$ cat config.mk
export PLATFORM = sky130hd
export DESIGN_NAME = serial_dot_matrix_display_ctrl
export DESIGN_NICKNAME = d
export VERILOG_FILES = /design/src/disp_pkg.sv /design/src/dual_flop_sync.sv /design/src/display_ram.sv /design/src/serial_dot_matrix_display_ctrl.sv
export SDC_FILE = /design/constraint.sdc
export NUM_CORES = 1
export LEC_CHECK = 0
export BUFFER_PORTS_ARGS = -buffer_cell sky130_fd_sc_hd__buf_2
export CORE_ASPECT_RATIO = 0.6
export CORE_MARGIN = 5
export CORE_UTILIZATION = 57
export CTS_BUF_LIST = sky130_fd_sc_hd__clkbuf_8
export DETAILED_ROUTE_END_ITERATION = 7
export PLACE_DENSITY_LB_ADDON = 0.08
export SYNTH_ARGS = -nofsm -noshare
export SYNTH_HDL_FRONTEND = slang
export SYNTH_SLANG_ARGS = --single-unit
$ cat constraint.sdc
create_clock -name mclk -period 3.4 [get_ports mclk]
set_input_delay 0.68 -clock mclk [delete_from_list [all_inputs] [get_ports mclk]]
set_output_delay 0.68 -clock mclk [all_outputs]
set_load 0.01 [all_outputs]
$ cat src/disp_pkg.sv
// Shared constants and types for the serial dot-matrix display controller.
// Assumes a 25 MHz system clock and one controller per display.
package disp_pkg;

   // System clock and the internal multiplex oscillator it emulates.
   localparam int MCLK_HZ = 25_000_000;
   localparam int OSC_HZ = 240_000;
   localparam int OSC_HALF_CYCLES = MCLK_HZ / (2 * OSC_HZ);
   localparam logic [7:0] OSC_HALF_RST = 8'(OSC_HALF_CYCLES);

   // Display geometry.
   localparam int NUM_CHARS = 10;
   localparam int NUM_ROWS = 5;
   localparam int NUM_COLS = 5;
   localparam int COL_BITS = NUM_CHARS * NUM_COLS;
   localparam logic [COL_BITS-1:0] ALL_COLS = {COL_BITS{1'b1}};

   // Row multiplexer: a 320-step phase counter per row.
   localparam logic [8:0] MUX_LAST = 9'h13F;
   localparam logic [2:0] ROW_LAST = 3'h4;
   localparam logic [4:0] ROW_ONE = 5'h01;

   // Opcodes and control words.
   localparam logic [2:0] OP_ROW_LAST = 3'h4;
   localparam logic [2:0] OP_ADDR = 3'h5;
   localparam logic [2:0] OP_CTRL = 3'h7;
   localparam int ADDR_FLAG_BIT = 4;
   localparam logic [3:0] CHAR_MAX = 4'h9;
   localparam logic [4:0] CW_LEVEL_MIN = 5'h10;
   localparam logic [4:0] CW_LEVEL_MAX = 5'h16;
   localparam logic [4:0] CW_LAMP = 5'h18;
   localparam logic [4:0] CW_PDOWN = 5'h1F;
   localparam logic [7:0] WORD_CLEAR = 8'hC0;

   // Strobe on-time in phase steps per level: 100, 53, 40, 27, 20, 13, 6.6 %.
   localparam logic [6:0][8:0] DUTY_TBL = {9'h015, 9'h02A, 9'h040, 9'h056,
                                           9'h080, 9'h0AA, 9'h140};
   localparam logic [2:0] LEVEL_FULL = 3'h0;
   localparam logic [2:0] LEVEL_LAMP = 3'h1;

   // Wishbone register map.
   localparam logic [7:0] REG_CMD = 8'h00;
   localparam logic [7:0] REG_STAT = 8'h04;
   localparam logic [7:0] REG_OSC = 8'h08;

   typedef struct packed {
      logic [2:0] op;
      logic [4:0] pl;
   } cmd_word_t;

   typedef struct packed {
      logic en;
      logic [2:0] row;
      logic [3:0] chr;
      logic [4:0] data;
   } ram_wr_t;

   typedef struct packed {
      logic sck;
      logic sdata;
      logic load_n;
      logic rst_n;
      logic sel;
      logic clk_in;
   } pin_sync_t;
   localparam pin_sync_t PIN_RST = 6'h1E;

   typedef struct packed {
      logic [18:0] zero;
      logic [2:0] row;
      logic clr;
      logic pdown;
      logic lamp;
      logic [2:0] level;
      logic [3:0] addr;
   } stat_t;

endpackage

$ cat src/dual_flop_sync.sv
// Two-flop synchroniser for a group of asynchronous pin levels.
// Assumes the pins change slowly compared with mclk.
`timescale 1ns/100ps
module dual_flop_sync #(
   parameter int W = 1,
   parameter logic [W-1:0] RST_VAL = '0
) (
   // Clock and reset.
   input wire logic mclk,
   input wire logic srst,
   // Asynchronous levels in, synchronised levels out.
   input wire logic [W-1:0] d,
   output logic [W-1:0] q
);
   logic [W-1:0] meta_ff;

   always_ff @(posedge mclk)
   begin
      if (srst)
      begin
         meta_ff <= RST_VAL;
         q <= RST_VAL;
      end
      else
      begin
         meta_ff <= d;
         q <= meta_ff;
      end
   end
endmodule // dual_flop_sync

$ cat src/display_ram.sv
// Display memory: five row words, each holding five columns for ten chars.
// Assumes one writer; a clear wins over a write in the same cycle.
`timescale 1ns/100ps
module display_ram (
   // Clock and reset.
   input wire logic mclk,
   input wire logic srst,
   // Write and clear.
   input disp_pkg::ram_wr_t wr,
   input wire logic clr,
   // Registered read of one whole row.
   input wire logic [2:0] rd_row,
   output logic [disp_pkg::COL_BITS-1:0] rd_data
);
   import disp_pkg::*;

   logic [COL_BITS-1:0] mem [NUM_ROWS];

   always_ff @(posedge mclk)
   begin
      if (srst || clr)
      begin
         for (int r = 0; r < NUM_ROWS; r++)
            mem[r] <= '0;
      end
      else if (wr.en)
         mem[wr.row][wr.chr*NUM_COLS +: NUM_COLS] <= wr.data;
   end

   always_ff @(posedge mclk)
   begin
      if (srst)
         rd_data <= '0;
      else
         rd_data <= mem[rd_row];
   end
endmodule // display_ram

$ cat src/serial_dot_matrix_display_ctrl.sv
// Serial command decoder and row multiplexer for a ten-character 5x5 display.
// Assumes pins are asynchronous to mclk and a Wishbone master on mclk.
// What this block does
// - Word is opcode in bits 7..5 and five payload bits below.
// - While load is low, bits shift in LSB first on clock rise.
// - Load rising decodes the opcode and applies the payload.
// - Opcode 101 with bit 4 set loads character address 0..9.
// - Opcodes 000..100 write row 0..4 of addressed character, bit 4 column 0.
// - Words F0..F6 select brightness 100 down to 6.6 percent.
// - Brightness comes from row strobe duty, not column data.
// - Word FF powers down: display dark, multiplex clock halted.
// - Serial writes still land in RAM while powered down.
// - Any brightness word ends power-down.
// - Word F8 lights every LED at 53 percent.
// - Lamp test leaves RAM alone and ends on a brightness word.
// - Word C0 clears RAM, blanks display, address back to zero.
// - Software clear keeps multiplex counter and control settings.
// - Clear stays in force until the next input cycle begins.
// - All ten characters are row multiplexed from RAM.
// - Row strobe advances every 320 multiplex clock ticks.
// - Select low takes the multiplex clock from the shared pin.
// - Reset pin low clears address, control word and RAM, blanks.
// - After reset: character 0 and full brightness.
//
// Design decisions made here: the address map and the Wishbone register port.
`timescale 1ns/100ps
module serial_dot_matrix_display_ctrl (
   // Clock and reset.
   input wire logic mclk,
   input wire logic srst,
   // Serial link pins.
   input wire logic serial_shift_clock,
   input wire logic serial_data,
   input wire logic load_n,
   input wire logic display_reset_n,
   // Multiplex clock pins.
   input wire logic row_multiplex_clock_source_select,
   input wire logic row_multiplex_clock_in,
   output logic row_multiplex_clock_out,
   output logic row_multiplex_clock_oe,
   // LED drive.
   output logic [disp_pkg::NUM_ROWS-1:0] row_strobe,
   output logic [disp_pkg::COL_BITS-1:0] col_drive,
   // Wishbone slave.
   input wire logic wb_cyc_i,
   input wire logic wb_stb_i,
   input wire logic wb_we_i,
   input wire logic [7:0] wb_adr_i,
   input wire logic [3:0] wb_sel_i,
   input wire logic [31:0] wb_dat_i,
   output logic [31:0] wb_dat_o,
   output logic wb_ack_o
);
   import disp_pkg::*;

   pin_sync_t pin_raw, pin_s, pin_d_ff;
   logic sck_rise, load_rise, load_fall, ext_tick, hw_clr;
   logic [7:0] shift_ff;
   logic wb_req, bus_cmd, bus_go, exec;
   cmd_word_t cw, last_word_ff;
   logic is_row, is_addr, is_ctrl, is_level, is_lamp, is_pdown, is_clear;
   logic known;
   logic [3:0] addr_ff;
   logic [2:0] level_ff;
   logic lamp_ff, pdown_ff, clear_active_ff;
   ram_wr_t ram_wr;
   logic [COL_BITS-1:0] ram_rd;
   logic [7:0] osc_div_ff, osc_cnt_ff;
   logic osc_ff, osc_wrap, int_tick, mux_tick, oe_ff;
   logic [8:0] phase_ff, duty_now;
   logic [2:0] row_ff, row_d_ff;
   logic strobe_on;
   logic [NUM_ROWS-1:0] row_strobe_ff;
   logic [COL_BITS-1:0] col_drive_ff;
   stat_t stat;

   assign pin_raw = '{sck: serial_shift_clock, sdata: serial_data,
                      load_n: load_n, rst_n: display_reset_n,
                      sel: row_multiplex_clock_source_select,
                      clk_in: row_multiplex_clock_in};

   dual_flop_sync #(.W(6), .RST_VAL(PIN_RST)) u_sync (
      .mclk(mclk),
      .srst(srst),
      .d(pin_raw),
      .q(pin_s)
   );

   always_ff @(posedge mclk)
   begin
      if (srst)
         pin_d_ff <= PIN_RST;
      else
         pin_d_ff <= pin_s;
   end

   assign sck_rise = pin_s.sck & ~pin_d_ff.sck;
   assign load_rise = pin_s.load_n & ~pin_d_ff.load_n;
   assign load_fall = ~pin_s.load_n & pin_d_ff.load_n;
   assign ext_tick = pin_s.clk_in & ~pin_d_ff.clk_in;
   assign hw_clr = srst | ~pin_s.rst_n;

   always_ff @(posedge mclk)
   begin
      if (srst)
         shift_ff <= '0;
      else if (sck_rise && !pin_s.load_n)
         shift_ff <= {pin_s.sdata, shift_ff[7:1]};
   end

   // A bus command that meets a serial load waits one cycle for its ack.
   assign wb_req = wb_cyc_i & wb_stb_i & ~wb_ack_o;
   assign bus_cmd = wb_req & wb_we_i & wb_sel_i[0] & (wb_adr_i == REG_CMD);
   assign bus_go = bus_cmd & ~load_rise;
   assign exec = load_rise | bus_go;
   assign cw = load_rise ? cmd_word_t'(shift_ff) : cmd_word_t'(wb_dat_i[7:0]);

   always_comb
   begin
      is_row = exec && (cw.op <= OP_ROW_LAST);
      is_addr = exec && (cw.op == OP_ADDR) && cw.pl[ADDR_FLAG_BIT]
                && (cw.pl[3:0] <= CHAR_MAX);
      is_ctrl = exec && (cw.op == OP_CTRL);
      is_level = is_ctrl && (cw.pl >= CW_LEVEL_MIN)
                 && (cw.pl <= CW_LEVEL_MAX);
      is_lamp = is_ctrl && (cw.pl == CW_LAMP);
      is_pdown = is_ctrl && (cw.pl == CW_PDOWN);
      is_clear = exec && (cw == WORD_CLEAR);
      known = is_row | is_addr | is_level | is_lamp | is_pdown | is_clear;
   end

   always_ff @(posedge mclk)
   begin
      if (hw_clr)
         addr_ff <= '0;
      else if (is_clear)
         addr_ff <= '0;
      else if (is_addr)
         addr_ff <= cw.pl[3:0];
   end

   always_ff @(posedge mclk)
   begin
      if (hw_clr)
      begin
         level_ff <= LEVEL_FULL;
         lamp_ff <= 1'b0;
         pdown_ff <= 1'b0;
      end
      else if (is_level)
      begin
         level_ff <= cw.pl[2:0];
         lamp_ff <= 1'b0;
         pdown_ff <= 1'b0;
      end
      else if (is_lamp)
         lamp_ff <= 1'b1;
      else if (is_pdown)
         pdown_ff <= 1'b1;
   end

   // A new clear wins over the start of an input cycle in the same edge.
   always_ff @(posedge mclk)
   begin
      if (hw_clr)
         clear_active_ff <= 1'b0;
      else if (is_clear)
         clear_active_ff <= 1'b1;
      else if (load_fall || bus_go)
         clear_active_ff <= 1'b0;
   end

   always_ff @(posedge mclk)
   begin
      if (srst)
         last_word_ff <= '0;
      else if (exec)
         last_word_ff <= cw;
   end

   // Row writes are not gated by power-down.
   assign ram_wr = '{en: is_row, row: cw.op, chr: addr_ff,
                     data: cw.pl};

   display_ram u_ram (
      .mclk(mclk),
      .srst(srst),
      .wr(ram_wr),
      .clr(hw_clr | is_clear),
      .rd_row(row_ff),
      .rd_data(ram_rd)
   );

   // Internal oscillator; it stops in power-down to save the toggling.
   assign osc_wrap = (8'(osc_cnt_ff + 8'h01) >= osc_div_ff);
   assign int_tick = pin_s.sel & ~pdown_ff & osc_wrap & ~osc_ff;

   always_ff @(posedge mclk)
   begin
      if (hw_clr)
      begin
         osc_cnt_ff <= '0;
         osc_ff <= 1'b0;
      end
      else if (pin_s.sel && !pdown_ff)
      begin
         if (osc_wrap)
         begin
            osc_cnt_ff <= '0;
            osc_ff <= ~osc_ff;
         end
         else
            osc_cnt_ff <= 8'(osc_cnt_ff + 8'h01);
      end
   end

   always_ff @(posedge mclk)
   begin
      if (srst)
         oe_ff <= 1'b0;
      else
         oe_ff <= pin_s.sel;
   end

   assign mux_tick = (pin_s.sel ? int_tick : ext_tick) & ~pdown_ff;

   // Soft clear does not reach this counter.
   always_ff @(posedge mclk)
   begin
      if (hw_clr)
      begin
         phase_ff <= '0;
         row_ff <= '0;
      end
      else if (mux_tick)
      begin
         if (phase_ff == MUX_LAST)
         begin
            phase_ff <= '0;
            row_ff <= (row_ff == ROW_LAST) ? 3'h0 : 3'(row_ff + 3'h1);
         end
         else
            phase_ff <= 9'(phase_ff + 9'h001);
      end
   end

   // RAM read data lags the row counter by one cycle; the strobe follows.
   assign duty_now = DUTY_TBL[lamp_ff ? LEVEL_LAMP : level_ff];
   assign strobe_on = ~pdown_ff & ~clear_active_ff
                      & (phase_ff < duty_now);

   always_ff @(posedge mclk)
   begin
      if (hw_clr)
      begin
         row_d_ff <= '0;
         row_strobe_ff <= '0;
         col_drive_ff <= '0;
      end
      else
      begin
         row_d_ff <= row_ff;
         row_strobe_ff <= strobe_on ? 5'(ROW_ONE << row_d_ff) : 5'h00;
         col_drive_ff <= lamp_ff ? ALL_COLS : ram_rd;
      end
   end

   assign row_strobe = row_strobe_ff;
   assign col_drive = col_drive_ff;
   assign row_multiplex_clock_out = osc_ff;
   assign row_multiplex_clock_oe = oe_ff;

   assign stat = '{zero: '0, row: row_ff, clr: clear_active_ff,
                   pdown: pdown_ff, lamp: lamp_ff, level: level_ff,
                   addr: addr_ff};

   always_ff @(posedge mclk)
   begin
      if (srst)
      begin
         wb_ack_o <= 1'b0;
         wb_dat_o <= '0;
      end
      else
      begin
         wb_ack_o <= wb_req & ~(bus_cmd & load_rise);
         case (wb_adr_i)
            REG_CMD: wb_dat_o <= {24'h000000, last_word_ff};
            REG_STAT: wb_dat_o <= stat;
            REG_OSC: wb_dat_o <= {24'h000000, osc_div_ff};
            default: wb_dat_o <= '0;
         endcase
      end
   end

   always_ff @(posedge mclk)
   begin
      if (srst)
         osc_div_ff <= OSC_HALF_RST;
      else if (wb_req && wb_we_i && wb_sel_i[0] && wb_adr_i == REG_OSC)
         osc_div_ff <= wb_dat_i[7:0];
   end
endmodule // serial_dot_matrix_display_ctrl

# Word level (Yosys, flattened, before mapping)
# Memories as Yosys holds them, arrays and structs flattened. A register that Yosys moved wholly into a read port is not among the register bits.
# Cells that the tools add are included.
# word_totals
reg_bits,162
latch_bits,0
ramBits,250
rom_bits,72
elab_cells,131
mem_count,2
# op_classes
addsub,4
mul,1
div_mod_pow,0
magnitude_cmp,7
eq_ne,9
shift,3
muxes,19
bitwise,34
reduce_logical,28
# mem_list
memory,depth,word_bits,read_ports,rd_clocked_by_memory_dff,wr,line,text
u_ram.mem,5,50,1,1,5,display_ram.sv:17,logic [COL_BITS-1:0] mem [NUM_ROWS];
(no name shown),8,9,1,0,0,serial_dot_matrix_display_ctrl.sv:248,assign duty_now = DUTY_TBL[lamp_ff ? LEVEL_LAMP : level_ff];
# ops
cell,n
two-way mux 50 bit,4
OR reduction 50 bit,1
"variable shift 5 x 34 -> 50 bit, first input constant",1
indexed part select 5 x 34 -> 50 bit,1
one-hot mux 13 bit (3 select lines),1
negation 7 -> 34 bit,1
AND 1 bit,18
two-way mux 9 bit,2
two-way mux 8 bit,2
logical AND 1 bit,15
NOT 1 bit,13
"equality test 5 bit, second input constant",2
"adder 9 x 1 -> 9 bit, second input constant",1
"equality test 3 bit, second input constant",3
"equality test 9 bit, second input constant",1
less-than comparator 9 bit,1
two-way mux 3 bit,3
"adder 8 x 1 -> 8 bit, second input constant",1
"equality test 8 x 3 -> 1 bit, second input constant",1
"equality test 8 x 4 -> 1 bit, second input constant",1
"equality test 8 bit, second input constant",1
greater-or-equal comparator 8 bit,1
logical NOT 8 bit,1
"multiplier 4 x 3 -> 7 bit, second input constant",1
other kinds (14),28

# Longest topological paths before layout
# Gate-level depths: netlist of the first run.
# depth
depth_word,14
ltp_mapped,13
ltp_nobuf,12

# Cells and area by module
# From an unflattened synthesis of the first run, not the netlist that was laid out.
# unflattened
hier_cells,1975
hier_area_um2,25473.2
# by_module_without_submodules
mod,instances,cells_per_inst,area_per_inst_um2
display_ram,1,1321,19516.2
serial_dot_matrix_display_ctrl,1,629,5627.9
dual_flop_sync,1,25,329.1

# Worst setup path before layout of the first run
# OpenSTA, ideal clock, no wires.
# synth_timing
kind,input -> register
startpoint,input port wb_adr_i[1]
endpoint,"memory u_ram.mem[0][25] (netlist name), enable pin"
setup_ns,0.374
arrival_ns,2.870
setup_slack_ns,0.156
cell_stages,7
path_buffers,1
cell_sequence,or4_4 -> nor4_4 -> a21oi_2 -> nor2_1 -> nand3_1 -> clkbuf_1 -> o21ai_0
# synth_rtl
element,line,text
"start, declared",serial_dot_matrix_display_ctrl.sv:48,"input wire logic [7:0] wb_adr_i,"
"end, declared",display_ram.sv:17,

==> results by group, run 1 <==
Critical path
  – CP Capture Type: register
  – CP required: approximately 3.7 ns
  – CP Max Fanout: 11
  – CP startpoint kind: register
  – WP data arrival: roughly 3.4 ns
  – CP max stage cell: o21ai_0
  – Delay of the slowest critical-path stage: ~0.70 ns
  – Crit Path Class: register to register
  – Worst path cell trace: nor2b_1 -> mux2_2 -> nor2_1 -> nand2_1 -> buf_4 -> o21ai_0

Clock network
  – Cts bufs inserted: 84
  – Hold-fix buffers, CTS: 0
  – CTS clk-pin slew, worst paths: roughly 0.070 ns
  – Worst skew pair latency: roughly 0.65 ns
  – # H-tree levels: 3
  – Clock tree root driver cell: clkbuf_8
  – Sink Count: 593
  – CTS tree: done
  – CTS Buffer Depth: 3

Yosys
  – Top_reg_cell synth: edfxtp_1
  – Yosys top cell area share: 0.495
  – Synthesis-stage register bit count: a little under 600
  – Number of flops mapped to enable cells by yosys: 400
  – Mean post-synth cell area: around 13 µm²
  – Unique cell type count in the Yosys netlist: 61
  – Mapped cell area: around 24000 µm²
  – Ys async rst share: 0
  – Leading area contributor after synthesis: edfxtp_1
  – Yosys warning total: 0
  – Largest cells by area after synthesis: edfxtp_1, dfxtp_1, mux4_2
  – Post-synthesis sequential area ratio: 0.654
  – Cells after Synth: ~1900

Floorplan
  – I/O pin total: about 150
  – Die span in x: around 280 µm
  – Height of the die: 170 µm
  – Row count: 58
  – Starting Density: 0.578
  – Die ar.: ~47000 µm²
  – Core Region: ~42000 µm²

Route
  – Vias per cell: about 5.5
  – Initial DRC count: approximately 1600
  – Pre-antenna DRT Iters: 6
  – DRC: 0
  – WL/cell: slightly above 20 µm
  – DRT Wirelength: between 50000 and 60000 µm
  – Via count: between 15000 and 20000
  – Post-DRT Antenna Nets: 0

Timing
  – Worst-Margin Slew: slightly below 1 ns
  – Hold_ws: approximately 0.22 ns
  – RSZ-0062 raised after global routing: no
  – Period utilisation layout: 0.913
  – Min Tclk post-route: a little over 3 ns
  – Fin. Hold Viols: 0
  – Slew Limit Fails: 0
  – Max-slew headroom: 0.342
  – Final setup violation count: 0
  – F_max: approximately 0.32 GHz
  – Worst Skew: approximately 0.024 ns

Global routing
  – Initial antenna violation count: 0
  – Gr ovfl total: 0
  – Largest net degree at the start of global routing: 79
  – Met2 Use GR: 0.375
  – Vias in the first global route: 15815
  – Met1 Track Usage GR: 0.372
  – Most crowded layer after global routing: met2
  – First-pass GRT wire length: around 90000 µm
  – Grt met3 use: 0.0592
  – Total track usage: 0.250

Pwr
  – Cell-internal power: ~11000 µW
  – Clk network pwr share: 0.393
  – Flop pwr share: 0.566
  – PD cells: between 500 and 600 nW/µm²
  – Maximum vdd ir drop: 0.313 mV
  – Sw power: between 3000 and 4000 µW
  – Switching share of total power: 0.223
  – Combinational share of power: 0.041
  – Total power: ~14000 µW
  – Static leakage: between 0.01 and 0.015 µW

Min path
  – Hold crit path type: input pin to register

Final layout
  – P&R area growth vs syn: 16.1%
  – Antenna cells: 0
  – Fin area: about 28000 µm²
  – Post-route insts no fill: 2852
  – Layout cells sized above 1: 0.204
  – Final nets: around 2300
  – Layout fillers: 3157

Placed design
  – Post-place instance area: roughly 26000 µm²
  – Placed Cells incl. Taps: 2696
  – Detailed Place HPWL: between 40000 and 50000 µm
  – Placer congestion estimate: ~0.87
  – I/O Buffers: 98

Outcome
  – Status: complete, no violations

Run
  – Number of max-cap violations: 0
==> final cells by class <==
type | instances | area, µm² | share of cell area
repair buffers | 206 | 1370 | 0.0485
clock inverters | 54 | 290 | 0.0103
inverters | 24 | 90.1 | 0.00320
clock buffers | 102 | 1400 | 0.0498
multi-input cells | 1303 | 8430 | 0.299
flip-flops and latches | 593 | 15900 | 0.564
well taps | 570 | 713 | 0.0253
==> final timing paths <==
check / start / to / slack (ns) / cells after the start
worst max register to register: u_sync.q[3]$_SDFF_PP1_ / u_ram.mem[2][31]$_SDFFCE_PN0P_ / 0.30 / 6
worst min register to register: u_sync.meta_ff[1]$_SDFF_PP1_ / u_sync.q[1]$_SDFF_PP1_ / 0.41 / 1
worst max-delay path: u_sync.q[3]$_SDFF_PP1_ / u_ram.mem[2][31]$_SDFFCE_PN0P_ / 0.30 / 6
worst min-delay path: display_reset_n / u_sync.meta_ff[2]$_SDFF_PP1_ / 0.22 / 2
==> stage by stage <==
stage / setup WS, ns / util / TNS (ns)
after detailed placement: -0.149 / 0.630 / -1.62
after global placement: -0.0499 / 0.630 / -0.250
after CTS: 0.166 / 0.671 / 0
final: 0.296 / 0.671 / 0
after floorplan: 0.156 / - / 0
after global routing: 0.0577 / 0.671 / 0
==> Yosys cell counts (all sizes together) (4+ instances only) <==
cell type and number:
xor2 4, o21ai 48, edfxtp 400, or3 9
nand4 6, inv 24, nor4 7, nand2 104
xnor2 6, nor3b 6, nor4b 4, nor3 29
nor2 507, nand2b 15, nand3 27, nand3b 7
buf 45, ha 27, mux2i 86, clkbuf 79
a21o 4, and2 11, and3 5, a31oi 8
mux4 100, dfxtp 193, or2 15, o211a 5
nor2b 14, a21oi 39, a211oi 13
==> what timing repair did <==
| item | in CTS | in global routing |
|---|---|---|
| resized for setup | 0 | 1 |
| setup endpoints to repair | 0 | 3 |
| setup buffers | 0 | 0 |
==> state kept, by name, indices dropped and copies added, names as in the netlist, 3 cells and up <==
name and cells:
u_ram.mem 400, col_drive 50, u_ram.rd_data 50, wb_dat_o 13, phase_ff 9, last_word_ff 8
osc_cnt_ff 8, osc_div_ff 8, shift_ff 8, u_sync.meta_ff 6, u_sync.q 6, row_strobe 5
addr_ff 4, level_ff 3, pin_d_ff 3, row_d_ff 3, row_ff 3
==> cells in the final DEF (no fill, tap or decap), types with 38 or more instances in the layout <==
cell,count
a21oi_1,38
buf_2,97
buf_4,104
inv_1,53
clkbuf_8,102
mux2i_1,82
o21ai_0,46
conb_1,169
mux4_2,100
nand2_1,104
edfxtp_1,400
dfxtp_1,189
nor2_1,507
==> power groups by stage <==
stage | sequential (µW) | clock (µW) | combinational (µW)
2_1_floorplan | 8150 | 0 | 369
3_3_place_gp | 8170 | 0 | 557
3_5_place_dp | 8180 | 0 | 568
4_1_cts | 8020 | 5690 | 571
5_1_grt | 8040 | 6030 | 629
6_report | 8020 | 5570 | 576
==> cell families after synthesis <==
logic type	share of synthesized area
fa+ha+maj	0.0139
xor+xnor	0.00361
mux	0.129
other cells	0.000154
simple gates	0.139
buf+inv	0.0263
flops	0.654
compound gates	0.0339
==> metal layers <==
metal,part of all wire,vias to the layer above
li1,-,7214
met3,0.085,102
met1,0.45,7850
met2,0.44,654
met5,0,-
met4,0.021,0
==> worst max-delay path: cells and delay by family (launching register included) <==
family / cells / cell delay, ns
DFF: 1 / 0.44
muxes: 1 / 0.41
AOI/OAI and AO/OA: 1 / 0.70
and+or+nand+nor: 3 / 0.95
buffers and inverters: 1 / 0.22
Note: power is estimated with default switching activity, not from simulation.
==> inputs of run 2 (changes only) <==
Settings changed: BUFFER_PORTS_ARGS -buffer_cell sky130_fd_sc_hd__buf_2 to -buffer_cell sky130_fd_sc_hd__clkbuf_2, CORE_UTILIZATION 57 to 35, PLACE_DENSITY from default to 0.5, PLACE_DENSITY_LB_ADDON 0.08 to default.
==> results by group, run 2 (synthesis results as in run 1) <==
Route
  – Vias per cell: 4.86 (-12%)
  – WL/cell: 19.9 µm (-2.3%)
  – DRT Wirelength: 64400 µm (+11%)
  – Pre-antenna DRT Iters: 5 (-1)
  – Post-DRT Antenna Nets: 0 (unchanged)
  – Via count: 15736 (-0.53%)
  – Initial DRC count: 1302 (-19%)
  – DRC: 0 (unchanged)

Critical path
  – Reg-to-reg slack, setup: 0.32 ns (+0.02 ns)
  – Reg2reg start: shift_ff[5]$_SDFFE_PP0P_
  – Worst Reg-to-Reg Cells: 7 (+1)
  – Crit Path Class: register to register
  – CP Max Fanout: 7 (-4)
  – CP required: 3.71 ns (+0.03 ns)
  – Delay of the slowest critical-path stage: 0.68 ns (-0.02 ns)
  – WP data arrival: 3.39 ns (about the same)
  – Worst path cell trace: or4b_2 -> o31ai_1 -> buf_4 -> and2_0 -> nand2_1 -> buf_4 -> o21ai_0
  – Most used cell, CP: buf_4
  – FF-to-FF End: u_ram.mem[0][28]$_SDFFCE_PN0P_
  – CP max stage cell: or4b_2
  – CP startpoint kind: register
  – CP Capture Type: register

Outcome
  – Status: complete, no violations

Final layout
  – Layout cells sized above 1: 0.218 (+0.0145)
  – Most frequent cells in the layout: nor2_1, edfxtp_1, dfxtp_1
  – Reg with most FFs: u_ram.mem
  – Final nets: 2329 (+1.5%)
  – Commonest non-fill, non-tap cell in the layout: nor2_1
  – Max reg flops: 400 (unchanged)
  – Multi-input logic area: 8430 µm² (about the same)
  – Reg area: 15900 µm² (unchanged)
  – P&R area growth vs syn: 19.5%
  – Layout fillers: 6565 (+110%)

Floorplan
  – I/O pin total: 145 (unchanged)
  – Height of the die: 214 µm (+26%)
  – Starting Density: 0.355 (-0.222)
  – Row count: 74 (+28%)
  – Die span in x: 350 µm (+27%)
  – Die ar.: 74900 µm² (+60%)
  – Core Region: 68300 µm² (+63%)

Pwr
  – Combinational share of power: 0.041 (about the same)
  – Static leakage: 0.0109 µW (+1.7%)
  – Total power: 14700 µW (+3.8%)
  – Switching share of total power: 0.226 (+0.00286)
  – Sw power: 3320 µW (+5.1%)
  – Cell-internal power: 11400 µW (+3.4%)
  – Maximum vdd ir drop: 0.270 mV (-14%)
  – Flop pwr share: 0.546 (-0.020)
  – Clk network pwr share: 0.413 (+0.020)
  – PD cells: 507 nW/µm² (+0.78%)

Global routing
  – Initial antenna violation count: 1 (+1)
  – Largest net degree at the start of global routing: 50 (-37%)
  – Total track usage: 0.172 (-0.0779)
  – Gr ovfl total: 0 (unchanged)
  – First-pass GRT wire length: 97300 µm (+7.9%)
  – Vias in the first global route: 15645 (-1.1%)

Timing
  – Setup_tns: 0 ns (unchanged)
  – RSZ-0062 raised after global routing: no
  – Hold_ws: 0.156 ns (-0.0659 ns)
  – Final setup violation count: 0 (unchanged)
  – Min Tclk post-route: 3.08 ns (-0.0216 ns)
  – Worst Skew: 0.0503 ns (+0.0258 ns)
  – Period utilisation layout: 0.906 (-0.00636)
  – Max-slew headroom: 0.322 (-0.0193)
  – Fin. Hold Viols: 0 (unchanged)
  – Slew Limit Fails: 0 (unchanged)
  – F_max: 0.324 GHz (+0.70%)
  – Worst-Margin Slew: 1.01 ns (+0.0184 ns)

Clock network
  – # H-tree levels: 3 (unchanged)
  – Hold-fix buffers, CTS: 0 (unchanged)
  – Sink Count: 593 (unchanged)
  – Clock tree root driver cell: clkbuf_8
  – Worst skew pair latency: 0.71 ns (+0.06 ns)
  – CTS clk-pin slew, worst paths: 0.06 ns (about the same)
  – Cts bufs inserted: 90 (+7.1%)
  – CTS tree: done
  – CTS Buffer Depth: 3 (unchanged)

Placed design
  – I/O Buffers: 98 (unchanged)
  – Detailed Place HPWL: 45900 µm (+14%)
  – Placer congestion estimate: 0.830 (-4.5%)

Min path
  – Hold Startpoint: row_multiplex_clock_source_select
  – WHS Endpoint: u_sync.meta_ff[1]$_SDFF_PP1_
  – Worst hold path depth: 2 (unchanged)
  – Hold crit path type: input pin to register

Run
  – Number of max-cap violations: 0 (unchanged)
[run 2: cell count changes in the layout (fill, tap and decap cells not counted), sizes merged]
cell    previous run  this run
buf              206       138
clkbuf           102       207
inv               53        52
bufinv             2         4
clkinv            21        24
diode              0         1
[run 2: final cells by class]
cell class,instances,area share
Clock inverter,58,0.0120
Antenna cell,1,0.0000863
Multi-Input combinational cell,1303,0.291
Inverter,24,0.00311
Tap cell,912,0.0393
Clock buffer,110,0.0522
Sequential cell,593,0.548
Timing Repair Buffer,235,0.0550
[run 2: timing repair]
action                     4_1_cts  5_1_grt
setup buffers                    0        0
resized for setup                0        1
setup endpoints to repair        0        3
[run 2: worst max-delay path, delay by kind of cell, from the launching register on]
kind | cells | cell delay [ns]
and+or+nand+nor | 3 | 1.16
AOI/OAI and AO/OA | 2 | 0.78
buffers and inverters | 2 | 0.39
DFF | 1 | 0.37
[run 2: how the worst max path moves through the flow]
stage                                    start                              to  slack (ns)  cells past startpoint
finish                shift_ff[5]$_SDFFE_PP0P_  u_ram.mem[0][28]$_SDFFCE_PN0P_        0.32                      7
CTS                 osc_cnt_ff[2]$_SDFFE_PP0P_          row_ff[0]$_SDFFE_PP0P_        0.25                     10
floorplan                          wb_adr_i[1]  u_ram.mem[0][25]$_SDFFCE_PN0P_        0.16                      7
global route            u_sync.q[3]$_SDFF_PP1_  u_ram.mem[0][28]$_SDFFCE_PN0P_        0.10                      7
detailed placement                 wb_adr_i[1]  u_ram.mem[1][26]$_SDFFCE_PN0P_       -0.15                      8
global placement                   wb_adr_i[1]  u_ram.mem[1][26]$_SDFFCE_PN0P_       -0.11                      8
[run 2: metrics by stage]
| stage | cell area (µm²) | instances | setup slack (ns) | utilization |
|---|---|---|---|---|
| finish | 29000 | 3236 | 0.318 | 0.425 |
| global route | 29000 | 3235 | 0.100 | 0.425 |
| CTS | 29000 | 3235 | 0.246 | 0.425 |
| detailed placement | 27100 | 3067 | -0.152 | 0.397 |
| global placement | 27100 | 3067 | -0.110 | 0.397 |
| floorplan | 24900 | 2044 | 0.156 | - |
[run 2: power groups by stage]
stage	sequential, µW	combinational, µW	clock [µW]
finish	8030	606	6070
global route	8050	664	6570
CTS	8030	606	6270
detailed placement	8180	603	0
global placement	8180	597	0
floorplan	8150	369	0
[run 2: metal layers]
| layer | share of wire | global-route usage |
|---|---|---|
| met5 | 0 | 0 |
| met4 | 0.016 | 0.0399 |
| met3 | 0.070 | 0.0352 |
| met2 | 0.40 | 0.233 |
| met1 | 0.51 | 0.278 |
==> inputs of run 3 (changes only) <==
Settings changed: CORE_ASPECT_RATIO 0.6 to 1.2.
==> results by group, run 3 (synthesis results as in run 1) <==
Outcome
  – Status: complete, no violations

Final layout
  – Final nets: 2335 (+0.26%)
  – Commonest non-fill, non-tap cell in the layout: nor2_1
  – Reg with most FFs: u_ram.mem
  – Multi-input logic area: 8430 µm² (unchanged)
  – Layout fillers: 6520 (-0.69%)
  – P&R area growth vs syn: 19.7%
  – Layout cells sized above 1: 0.221 (+0.00249)
  – Post-route insts no fill: 3243 (+0.22%)
  – Reg area: 15900 µm² (unchanged)
  – Most frequent cells in the layout: nor2_1, edfxtp_1, dfxtp_1
  – Max reg flops: 400 (unchanged)

Timing
  – RSZ-0062 raised after global routing: no
  – Fin worst setup slack: 0.311 ns (-0.00729 ns)
  – Fin. Hold Viols: 0 (unchanged)
  – Final setup violation count: 0 (unchanged)
  – F_max: 0.324 GHz (-0.24%)
  – Max-slew headroom: 0.357 (+0.0345)
  – Slew Limit Fails: 0 (unchanged)
  – Worst-Margin Slew: 0.955 ns (-0.0512 ns)
  – Min Tclk post-route: 3.09 ns (+0.00729 ns)
  – Worst Skew: 0.0345 ns (-0.0158 ns)
  – Period utilisation layout: 0.909 (+0.00214)

Min path
  – Hold Startpoint: row_multiplex_clock_source_select
  – Worst hold path depth: 2 (unchanged)
  – Hold crit path type: input pin to register
  – WHS Endpoint: u_sync.meta_ff[1]$_SDFF_PP1_

Route
  – DRC: 0 (unchanged)
  – Initial DRC count: 804 (-38%)
  – WL/cell: 19.3 µm (-2.7%)
  – DRT Wirelength: 62800 µm (-2.5%)
  – Post-DRT Antenna Nets: 0 (unchanged)
  – Vias per cell: 4.79 (-1.5%)
  – Via count: 15527 (-1.3%)
  – Pre-antenna DRT Iters: 5 (unchanged)

Clock network
  – Worst skew pair latency: 0.69 ns (-0.02 ns)
  – # resized after CTS: 0 (unchanged)
  – Hold-fix buffers, CTS: 0 (unchanged)
  – Sink Count: 593 (unchanged)
  – Clock tree root driver cell: clkbuf_8
  – Post-CTS setup buffer count: 0 (unchanged)
  – CTS clk-pin slew, worst paths: 0.06 ns (about the same)
  – # H-tree levels: 3 (unchanged)
  – Cts bufs inserted: 95 (+5.6%)
  – CTS Buffer Depth: 3 (unchanged)
  – CTS tree: done

Floorplan
  – Starting Density: 0.354 (-0.00128)
  – I/O pin total: 145 (unchanged)
  – Core Region: 68600 µm² (+0.36%)
  – Die ar.: 74700 µm² (-0.20%)
  – Height of the die: 298 µm (+39%)
  – Row count: 105 (+42%)
  – Die span in x: 250 µm (-28%)

Pwr
  – Static leakage: 0.0109 µW (+0.30%)
  – Maximum vdd ir drop: 0.337 mV (+25%)
  – PD cells: 505 nW/µm² (-0.43%)

Placed design
  – Detailed Place HPWL: 44900 µm (-2.1%)
  – I/O Buffers: 98 (unchanged)
  – Pre-CTS setup slack: -0.0187 ns (+0.134 ns)
  – Placer congestion estimate: 0.827 (-0.35%)
  – Placed Cells incl. Taps: 3065 (-0.065%)

Global routing
  – Gr ovfl total: 0 (unchanged)
  – Largest net degree at the start of global routing: 55 (+10%)
  – First-pass GRT wire length: 96600 µm (-0.74%)
  – Total track usage: 0.167 (-0.00444)
  – Vias in the first global route: 16376 (+4.7%)
  – Initial antenna violation count: 1 (unchanged)

Critical path
  – Reg2reg start: u_sync.q[3]$_SDFF_PP1_
  – Reg-to-reg slack, setup: 0.31 ns (about the same)
  – Crit Path Class: register to register
  – CP Max Fanout: 7 (unchanged)
  – WP data arrival: 3.38 ns (about the same)
  – CP startpoint kind: register
  – CP Capture Type: register
  – CP required: 3.69 ns (-0.02 ns)
  – Worst Reg-to-Reg Cells: 6 (-1)
  – FF-to-FF End: u_ram.mem[1][30]$_SDFFCE_PN0P_

Run
  – Number of max-cap violations: 0 (unchanged)
## run 3: cell types whose count changed in the layout (fill, tap and decap cells not counted)
cell,delta
a21boi_0,+1
a21boi_1,-1
inv_1,-1
clkinv_1,+3
inv_8,+1
bufinv_16,-2
inv_4,+1
inv_6,+1
buf_4,+1
clkbuf_8,+3
clkinv_2,+2
clkinv_8,+1
## run 3: final cells by class
class / instances / share of cell area
clock buffer: 113 / 0.0535
inverter: 24 / 0.00310
clock inverter: 64 / 0.0120
antenna: 1 / 0.0000861
multi-input combinational: 1303 / 0.290
sequential: 593 / 0.547
timing repair buffer: 236 / 0.0552
tap: 909 / 0.0391
## run 3: worst max-delay path by stage
stage	slack (ns)	startpoint	to
final	0.31	u_sync.q[3]$_SDFF_PP1_	u_ram.mem[1][30]$_SDFFCE_PN0P_
after global routing	0.11	u_sync.q[3]$_SDFF_PP1_	u_ram.mem[1][30]$_SDFFCE_PN0P_
after CTS	0.32	u_sync.q[3]$_SDFF_PP1_	u_ram.mem[1][34]$_SDFFCE_PN0P_
after detailed placement	-0.02	wb_adr_i[1]	u_ram.mem[3][10]$_SDFFCE_PN0P_
after global placement	0.01	wb_adr_i[1]	u_ram.mem[3][11]$_SDFFCE_PN0P_
after floorplan	0.16	wb_adr_i[1]	u_ram.mem[0][25]$_SDFFCE_PN0P_
## run 3: power breakdown
group	leakage (µW)	internal (µW)	switching, µW	total [µW]
clock network	0.00109	3190	2840	6030
registers	0.00574	7940	79.9	8020
logic	0.00405	214	396	610
## run 3: metrics by stage
stage               area [µm²]  utilization  hold WS [ns]  total power (µW)  TNS, ns
CTS                      29100        0.424         0.117             14900        0
global route             29100        0.424         0.145             15300        0
detailed placement       27100        0.396         0.395              8790  -0.0919
global placement         27100        0.396         0.398              8770        0
finish                   29100        0.424         0.187             14700        0
floorplan                24900            -         0.389              8520        0
## run 3: layer usage
layer  GRT usage  wire [µm]  vias up
li1            -          -     7307
met5           0          0        -
met2       0.313      33900      388
met1       0.193      24200     7740
met3      0.0256       2960       92
met4      0.0607       1650        0
## run 3: critical path: stages (launching register included)
cell and delay [ns]:
dfxtp_1 0.40, nor2b_1 0.50, mux2_2 0.47, nor2_1 0.16, buf_4 0.23, nand2_1 0.16
o21ai_0 0.78
